File: config.mk
export PLATFORM = sky130hd
export DESIGN_NAME = cbsps_present_state
export DESIGN_NICKNAME = d
export VERILOG_FILES = /design/src/hw/cbsps_pkg.sv /design/src/hw/cbsps_sync.sv /design/src/hw/cbsps_present_state.sv
export SDC_FILE = /design/constraint.sdc
export NUM_CORES = 1
export LEC_CHECK = 0
export BUFFER_PORTS_ARGS = -buffer_cell sky130_fd_sc_hd__buf_2
export CAP_MARGIN = 0
export CORE_ASPECT_RATIO = 1.2
export CORE_MARGIN = 2
export CORE_UTILIZATION = 45
export CTS_BUF_LIST = sky130_fd_sc_hd__clkbuf_16
export DETAILED_ROUTE_END_ITERATION = 10
export PLACE_DENSITY_LB_ADDON = 0.1
export SLEW_MARGIN = 20
export SYNTH_ARGS = -nofsm -noshare
export SYNTH_HDL_FRONTEND = slang
export SYNTH_SLANG_ARGS = --single-unit
File: constraint.sdc
create_clock -name clk -period 1.81 [get_ports clk]
set_clock_uncertainty 0.05 [all_clocks]
set_input_delay 0.0905 -clock clk [delete_from_list [all_inputs] [get_ports clk]]
set_output_delay 0.0905 -clock clk [all_outputs]
set_load 0.05 [all_outputs]
File: src/hw/cbsps_pkg.sv
// cbsps_pkg: offsets and bit positions of the socket present state block
// assumes a 32-bit register port with one-cycle read latency
package cbsps_pkg;
  localparam int          REG_AW              = 8;
  localparam logic [7:0]  OFF_PRESENT_STATE   = 8'h08;
  localparam logic [7:0]  OFF_FORCE_EVENT     = 8'h0C;
  localparam logic [7:0]  OFF_SOCKET_EVENT    = 8'h00;
  localparam logic [7:0]  OFF_INTERROG_CTRL   = 8'h20;
  localparam logic [7:0]  OFF_DEVICE_CTRL     = 8'h24;
  // present state bit positions
  localparam int B_CAP_VY   = 31;
  localparam int B_CAP_VX   = 30;
  localparam int B_CAP_3V3  = 29;
  localparam int B_CAP_5V0  = 28;
  localparam int B_CARD_VY  = 13;
  localparam int B_CARD_VX  = 12;
  localparam int B_CARD_3V3 = 11;
  localparam int B_CARD_5V0 = 10;
  localparam int B_BADV     = 9;
  localparam int B_DLOST    = 8;
  localparam int B_NOTCARD  = 7;
  localparam int B_IRQ      = 6;
  localparam int B_CARDBUS_TYPE_DETECTED   = 5;
  localparam int B_L16CARD  = 4;
  localparam int B_PWR      = 3;
  localparam int B_DET_B    = 2;
  localparam int B_DET_A    = 1;
  localparam int B_STS      = 0;
  // device control bit that withdraws 5 V socket capability
  localparam int B_DEVCTL_NO5V = 6;
  // forced no-3.3 V socket capability override (bit of our own interrogation control reg)
  localparam int B_FORCE_NO3V  = 15;
  // socket event bits
  localparam int E_PWR   = 3;
  localparam int E_DET_B = 2;
  localparam int E_DET_A = 1;
  localparam int E_STS   = 0;
  localparam int B_INT_BUSY = 0;
  localparam logic [31:0] ZERO32 = 32'h0000_0000;
endpackage

File: src/hw/cbsps_sync.sv
// cbsps_sync: two-flop synchroniser for a group of pin levels
// assumes pins are asynchronous to clk
`timescale 1ns/1ns
module cbsps_sync #(
  parameter int W = 1
) (
  input  wire logic         clk,
  input  wire logic         rst_n,
  input  wire logic [W-1:0] d,
  output logic      [W-1:0] q
);
  logic [W-1:0] meta;
  always_ff @(posedge clk or negedge rst_n) begin
    if (!rst_n) begin
      meta <= '0;
      q    <= '0;
    end else begin
      meta <= d;
      q    <= meta;
    end
  end
endmodule

File: src/hw/cbsps_present_state.sv
// cbsps_present_state: socket present state register, socket event flags,
// force-event writes and card interrogation latches for one socket
// assumes a plain register port; card pins are asynchronous to clk
`timescale 1ns/1ns
module cbsps_present_state
  import cbsps_pkg::*;
(
  input  wire logic                    clk,
  input  wire logic                    reset_n,
  input  wire logic [cbsps_pkg::REG_AW-1:0] addr,
  input  wire logic [31:0]             wdata,
  input  wire logic                    wr,
  input  wire logic                    rd,
  output logic      [31:0]             rdata,
  input  wire logic                    card_detect_a_pin,
  input  wire logic                    card_detect_b_pin,
  input  wire logic                    card_status_change_pin,
  input  wire logic                    card_ready_irq_pin,
  input  wire logic                    interrog_done,
  input  wire logic [3:0]              interrog_vcc,
  input  wire logic                    interrog_cardbus,
  input  wire logic                    interrog_legacy16,
  input  wire logic                    interrog_invalid,
  input  wire logic                    socket_powered,
  input  wire logic                    invalid_supply_request,
  input  wire logic                    removal_data_loss,
  output logic                         identifying
);
  import cbsps_pkg::*;

  typedef struct packed {
    logic [31:0] rdata;
    logic [3:0]  card_v;     // vy, vx, 3v3, 5v0
    logic        badv;
    logic        dlost;
    logic        notcard;
    logic        cardbus_type_detected;
    logic        l16card;
    logic        det_a;
    logic        det_b;
    logic        pwr;
    logic        sts;
    logic [3:0]  event_flags;
    logic        busy;
    logic        devctl_no5v;
    logic        force_no3v;
  } cbsps_state_t;

  cbsps_state_t st;
  cbsps_state_t next_st;
  logic         rst_n;
  logic [1:0]   rst_sync;
  logic [3:0]   pins_s;

  // kept outside the state struct: the only flop pair on the raw reset
  always_ff @(posedge clk or negedge reset_n) begin
    if (!reset_n) begin
      rst_sync <= 2'h0;
    end else begin
      rst_sync <= {rst_sync[0], 1'b1};
    end
  end
  assign rst_n = rst_sync[1];

  cbsps_sync #(.W(4)) u_sync (
    .clk   (clk),
    .rst_n (rst_n),
    .d     ({card_ready_irq_pin, card_status_change_pin, ~card_detect_b_pin,
             ~card_detect_a_pin}),
    .q     (pins_s)
  );

  logic irq_s;
  logic sts_s;
  logic det_b_s;
  logic det_a_s;
  logic det_b_n;
  logic det_a_n;
  // detect pins idle high; synced inverted so the cleared flops read
  // as no card and no false detect event follows reset
  assign {irq_s, sts_s, det_b_n, det_a_n} = pins_s;
  assign det_b_s = !det_b_n;
  assign det_a_s = !det_a_n;

  function automatic logic [31:0] present_word(input cbsps_state_t s, input logic irq);
    logic [31:0] w;
    w = ZERO32;
    w[B_CAP_VY]  = 1'b0;
    w[B_CAP_VX]  = 1'b0;
    w[B_CAP_3V3] = !s.force_no3v;
    w[B_CAP_5V0] = !s.devctl_no5v;
    w[B_CARD_VY]  = s.card_v[3];
    w[B_CARD_VX]  = s.card_v[2];
    w[B_CARD_3V3] = s.card_v[1];
    w[B_CARD_5V0] = s.card_v[0];
    w[B_BADV]    = s.badv;
    w[B_DLOST]   = s.dlost;
    w[B_NOTCARD] = s.notcard;
    w[B_IRQ]     = irq;
    w[B_CARDBUS_TYPE_DETECTED]  = s.cardbus_type_detected;
    w[B_L16CARD] = s.l16card;
    w[B_PWR]     = s.pwr;
    w[B_DET_B]   = s.det_b;
    w[B_DET_A]   = s.det_a;
    w[B_STS]     = s.sts;
    return w;
  endfunction

  logic wr_force;
  logic wr_event;
  logic wr_ictl;
  logic wr_devctl;
  assign wr_force  = wr && (addr == OFF_FORCE_EVENT);
  assign wr_event  = wr && (addr == OFF_SOCKET_EVENT);
  assign wr_ictl   = wr && (addr == OFF_INTERROG_CTRL);
  assign wr_devctl = wr && (addr == OFF_DEVICE_CTRL);
  assign identifying = st.busy;

  always_comb begin
    logic [3:0] ev;
    ev = 4'h0;
    next_st = st;
    // interrogation window opens only by a software write of the interrogation control busy bit
    if (wr_ictl) begin
      next_st.busy       = wdata[B_INT_BUSY];
      next_st.force_no3v = wdata[B_FORCE_NO3V];
    end
    if (wr_devctl) begin
      next_st.devctl_no5v = wdata[B_DEVCTL_NO5V];
    end
    if (interrog_done) begin
      next_st.busy    = 1'b0;
      next_st.card_v  = interrog_vcc;
      next_st.cardbus_type_detected  = interrog_cardbus;
      next_st.l16card = interrog_legacy16;
      next_st.notcard = interrog_invalid;
    end
    next_st.badv  = invalid_supply_request;
    next_st.dlost = removal_data_loss;
    if (!st.busy) begin
      next_st.det_a = det_a_s;
      next_st.det_b = det_b_s;
    end
    next_st.pwr = socket_powered;
    next_st.sts = sts_s;
    if (st.pwr != next_st.pwr) ev[E_PWR] = 1'b1;
    if (st.det_a != next_st.det_a) ev[E_DET_A] = 1'b1;
    if (st.det_b != next_st.det_b) ev[E_DET_B] = 1'b1;
    if (st.sts != next_st.sts) begin
      ev[E_STS] = st.cardbus_type_detected ? next_st.sts : 1'b1;
    end
    if (wr_force) begin
      next_st.card_v[3] = wdata[B_CARD_VY];
      next_st.card_v[2] = wdata[B_CARD_VX];
      next_st.card_v[1] = wdata[B_CARD_3V3];
      next_st.card_v[0] = wdata[B_CARD_5V0];
      if (wdata[B_BADV])    next_st.badv    = 1'b1;
      if (wdata[B_DLOST])   next_st.dlost   = 1'b1;
      if (wdata[B_NOTCARD]) next_st.notcard = 1'b1;
      if (wdata[B_CARDBUS_TYPE_DETECTED])  next_st.cardbus_type_detected  = 1'b1;
      if (wdata[B_L16CARD]) next_st.l16card = 1'b1;
      ev = ev | wdata[3:0];
    end
    // set wins over write-one-to-clear
    next_st.event_flags = st.event_flags & ~(wr_event ? wdata[3:0] : 4'h0);
    next_st.event_flags = next_st.event_flags | ev;
    // reads only sample; no state changes on read
    if (rd) begin
      if (addr == OFF_PRESENT_STATE) begin
        next_st.rdata = present_word(st, irq_s);
      end else if (addr == OFF_SOCKET_EVENT) begin
        next_st.rdata = {28'h0000000, st.event_flags};
      end else begin
        next_st.rdata = ZERO32;
      end
    end else begin
      next_st.rdata = ZERO32;
    end
  end

  always_ff @(posedge clk or negedge rst_n) begin
    if (!rst_n) begin
      st.rdata       <= 32'h0000_0000;
      st.card_v      <= 4'h0;
      st.badv        <= 1'b0;
      st.dlost       <= 1'b0;
      st.notcard     <= 1'b0;
      st.cardbus_type_detected      <= 1'b0;
      st.l16card     <= 1'b0;
      st.det_a       <= 1'b1;
      st.det_b       <= 1'b1;
      st.pwr         <= 1'b0;
      st.sts         <= 1'b0;
      st.event_flags <= 4'h0;
      st.busy        <= 1'b0;
      st.devctl_no5v <= 1'b0;
      st.force_no3v  <= 1'b0;
    end else begin
      st.rdata       <= next_st.rdata;
      st.card_v      <= next_st.card_v;
      st.badv        <= next_st.badv;
      st.dlost       <= next_st.dlost;
      st.notcard     <= next_st.notcard;
      st.cardbus_type_detected      <= next_st.cardbus_type_detected;
      st.l16card     <= next_st.l16card;
      st.det_a       <= next_st.det_a;
      st.det_b       <= next_st.det_b;
      st.pwr         <= next_st.pwr;
      st.sts         <= next_st.sts;
      st.event_flags <= next_st.event_flags;
      st.busy        <= next_st.busy;
      st.devctl_no5v <= next_st.devctl_no5v;
      st.force_no3v  <= next_st.force_no3v;
    end
  end
  assign rdata = st.rdata;
endmodule

## Word-level counts from Yosys, hierarchy flattened

Index checks and enable logic that the tools add are counted.

| storage, ports and cells | value |
|---|---|
| bits of input ports | 59 |
| register bits | 62 |
| output and inout port bits | 33 |
| logic and storage cells | 64 |

| operators by class | value |
|---|---|
| bitwise logic cells | 6 |
| multiplexer cells | 21 |
| equality and inequality tests | 8 |
| reductions and logical operators | 11 |

Operator list:

| cell | count |
|---|---|
| $mux 32 | 1 |
| $mux 30 | 1 |
| $eq 8x4->1 const B | 2 |
| $eq 8x6->1 const B | 2 |
| $mux 4 | 4 |
| $mux 1 | 12 |
| $mux 9 | 1 |
| $logic_not 8->1 | 1 |
| $or 4x4->4 | 2 |
| $and 4x4->4 | 1 |
| $logic_and 1x1->1 | 4 |
| $logic_not 1->1 | 4 |
| $ne 1x1->1 | 4 |
| $not 4->4 | 1 |
| $reduce_bool 2->1 | 2 |
| $mux 3 | 1 |
| $mux 2 | 1 |
| $not 1->1 | 2 |

## Longest topological paths before layout

| logic depth | value |
|---|---|
| depth after elaboration | 7 |
| gate-level depth with buffers | 4 |
| mapped depth without buffers | 3 |

## By module

Synthesis repeated with hierarchy kept, for this count alone.

| second synthesis, totals | value |
|---|---|
| cells, all modules | 163 |
| area, all modules | 2,021.9 µm² |

By module, submodules not included:

| module | seq. area each (µm²) | area an instance (µm²) | instances | cells an instance |
|---|---|---|---|---|
| cbsps_present_state | 953.4 | 1,821.7 | 1 | 155 |
| cbsps_sync | 200.2 | 200.2 | 1 | 8 |

## Worst setup path after synthesis

No wires, ideal clock.

| timing | value |
|---|---|
| kind | input to register |
| start point | input addr[2] in the netlist's numbering |
| end point | register, netlist name rdata[10] |
| path buffers | 1 |
| setup time | 0.064 ns |
| setup slack | 0.507 ns |
| required time | 1.696 ns |
| data arrival time | 1.189 ns |
| cell stages on the path | 4 |
| cells stage by stage | or4b_1 > nor3_4 > buf_6 > and2_2 |

RTL lines:

| element | RTL line | text |
|---|---|---|
| start, declared | cbsps_present_state.sv:10 | `input wire logic [cbsps_pkg::REG_AW-1:0] addr,` |

==> results.py <==
metrics = {
    "worst_setup_path": {
        "critPathRequiredTime_ps": 1980,
        "path_class": "in2reg",
        "cp.arrival_ps": 1790,
        "start_kind": "input pin",
        "endpoint_kind": "register",
        "critPathSlowestCell": "dlygate4sd3_1",
        "crit_path_start": "addr[5]",
        "r2r_start": "st[13]$_DFF_PN0_",
        "reg2regPathDepth": 3,
        "r2r_slack_ps": 330,
        "setup.worst_path.end": "st[13]$_DFF_PN0_",
        "cpPeakStageDelay_ps": 540,
        "crit_chain": "buf_2 > nor4_4 > and3_1 > a221o_1 > dlygate4sd3_1",
        "worstPathMaxFanout": 13,
        "timing.rr.end": "st[13]$_DFF_PN0_",
    },
    "cts": {
        "path_clk_slew_ps": 60,
        "cts_buffers": 5,
        "post_cts_buffers": 0,
        "h-tree-depth": 2,
        "root_buffer": "clkbuf_16",
        "tritoncts": "built",
        "post_cts_resized": 0,
        "clk-insertion-delay-late_ps": 280,
        "clock_path_buffers": 2,
        "clock-sinks": 46,
        "postCtsHoldBufs": 15,
    },
    "place": {
        "place_congestion": 0.788,
        "placed_area_sq_mm": 0.00222,
        "io_buffers": 58,
        "place_inst": 257,
        "place_ws_ps": 341,
        "dp_hpwl_microns": 2830,
    },
    "floorplanning": {
        "die_area_sq_mm": 0.00504,
        "die_h_microns": 77.4,
        "rows": 26,
        "coreArea_sq_mm": 0.00429,
        "start_util_pct": 47.0,
        "ioPinCount": 92,
        "die_x_microns": 65.1,
    },
    "power": {
        "power.leakage_nw": 1.27,
        "powerDensity_mw_per_mm2": 869,
        "power_mw": 2.19,
        "ir_drop_uv": 603,
    },
    "worst_hold_path": {
        "min_path_type": "in2reg",
    },
    "logic_synthesis": {
        "post-synth-top-area-fraction_pct": 54.6,
        "syn_inst": 157,
        "syn-cell-area_sq_mm": 0.00202,
        "synth_edf_count": 0,
        "ys_seq_elements": 46,
        "yosys_most_used_dff": "dfrtp_1",
        "synth.yosys.seq_area_share_pct": 57.2,
        "ys_top_cells_by_area": "dfrtp_1 (55%), buf_4 (12%), a221o_1 (3.5%), mux2i_1 (3.5%), and2_2 (3.3%)",
        "synth.distinct_cells": 33,
        "synth_top_area_cell": "dfrtp_1",
        "yosys_warnings": 0,
        "syn_avg_cell_area_sq_um": 12.9,
        "synthArstFlopShare_pct": 100,
    },
    "drt": {
        "via_per_inst": 4.76,
        "wirelength_microns": 3820,
        "vias": 1337,
        "dr.pass1.iters": 4,
        "wl_per_cell_microns": 13.6,
        "drt_iter0_markers": 87,
        "ant_nets": 0,
        "drc": 0,
    },
    "timing": {
        "max_freq_ghz": 0.617,
        "hold_ws_ps": 4.53,
        "rsz0062_at_grt": "no",
        "drv_slew": 0,
        "tns_ps": 0,
        "finalHoldViolCount": 0,
        "relSlewSlack_pct": 65.3,
        "setup_viol": 0,
        "fin_crit_sh_pct": 89.5,
        "timing.final.ws_setup_ps": 190,
        "timing.final.crit_period_ps": 1620,
        "tightest_slew_ps": 520,
    },
    "cells_and_area": {
        "final_cells": 281,
        "n_fill_cell": 416,
        "nets": 283,
        "fin_area_sq_mm": 0.00252,
        "register_area_sq_mm": 0.00115,
        "n_antenna_cell": 0,
        "areaGrowthSynthToFinish_pct": 25.0,
        "layout-drive-gt1-share_pct": 42.7,
        "fin_util_pct": 58.7,
        "multi_input_comb_area_sq_um": 642,
    },
    "run_status": {
        "outcome": "finished, final reports clean",
    },
    "global_route": {
        "grt_pass1_wl_microns": 6310,
        "first_global_vias": 1392,
        "antenna_found_initial": 0,
        "grt_max_degree": 25,
        "grt_usage_pct": 16.8,
        "gr-total-overflow": 0,
    },
    "flow_run": {
        "drv_cap": 0,
    },
}
[worst min-delay path by stage]
stage	start	end	slack, ps	cells after the start
2_1_floorplan	reset_n	rst_sync[0]$_DFF_PN0_	-260	0
3_3_place_gp	reset_n	rst_sync[0]$_DFF_PN0_	-180	1
3_5_place_dp	reset_n	rst_sync[0]$_DFF_PN0_	-170	1
4_1_cts	interrog_cardbus	st[12]$_DFF_PN0_	2	2
5_1_grt	wdata[4]	st[11]$_DFF_PN0_	7	2
6_report	wdata[3]	st[6]$_DFF_PN0_	5	2
[worst max-delay path: cells and delay by family]
| family | cells | cell delay, ps |
|---|---|---|
| AOI/OAI and AO/OA | 1 | 220 |
| buffers and inverters | 2 | 670 |
| and+or+nand+nor | 2 | 790 |
[layout by cell type (no fill, tap or decap), types with 2 or more instances in the layout]
cell | netlist | routed
dfstp_2 | 2 | 2
conb_1 | 2 | 17
inv_1 | 4 | 4
clkbuf_16 | 0 | 5
nand4_1 | 9 | 9
mux2_2 | 3 | 3
xor2_1 | 3 | 3
o21ai_0 | 4 | 4
buf_2 | 1 | 58
nor2_1 | 3 | 3
nand2b_1 | 2 | 2
and2_2 | 9 | 9
nor4_1 | 2 | 2
a21o_1 | 2 | 2
dfrtp_1 | 44 | 43
buf_4 | 32 | 6
a22o_2 | 4 | 4
clkinv_1 | 1 | 2
a221o_1 | 7 | 7
mux2i_1 | 7 | 7
dlygate4sd3_1 | 0 | 16
nor2b_1 | 3 | 3
[synth_stat cells (2+ instances only)]
| master | n |
|---|---|
| a21o_1 | 2 |
| a221o_1 | 7 |
| a22o_2 | 4 |
| and2_2 | 9 |
| buf_4 | 32 |
| conb_1 | 2 |
| dfrtp_1 | 44 |
| dfstp_2 | 2 |
| inv_1 | 4 |
| mux2_2 | 3 |
| mux2i_1 | 7 |
| nand2b_1 | 2 |
| nand4_1 | 9 |
| nor2_1 | 3 |
| nor2b_1 | 3 |
| nor4_1 | 2 |
| o21ai_0 | 4 |
| xor2_1 | 3 |
[final cells by class]
class | instances | area share [%]
flip-flops and latches | 46 | 45.8
well taps | 56 | 2.78
inverters | 5 | 0.744
clock inverters | 3 | 0.645
repair buffers | 80 | 19.6
multi-input cells | 86 | 25.4
clock buffers | 5 | 4.96
[sequential cells by signal, summed over array words and instances (netlist names)]
register and cells:
rst_sync 2, identifying 1, u_sync.q 4, st 19, u_sync.meta 4, rdata 16
[where the power goes]
group | internal [mW] | switching [mW]
registers | 1.07 | 0.0264
logic | 0.0907 | 0.142
clock network | 0.503 | 0.363
total | 1.66 | 0.532
[cell families after synthesis]
logic type             share of synthesized area, %
flip-flops                                     57.2
buffers and inverters                          13.8
AND/OR/NAND/NOR                                15.0
AO/OA/AOI/OAI                                  7.19
multiplexers                                   5.15
XOR/XNOR                                       1.30
other                                         0.372
[layer usage]
metal	part of all wire [%]	vias up	track usage, %	wire [microns]
met5	0	-	0	0
met4	1.9	0	6.67	72
met3	5.3	9	5.94	202
met2	53	38	28.6	2030
met1	40	657	19.1	1520
li1	-	633	-	-
(Power assumes the default switching activity.)
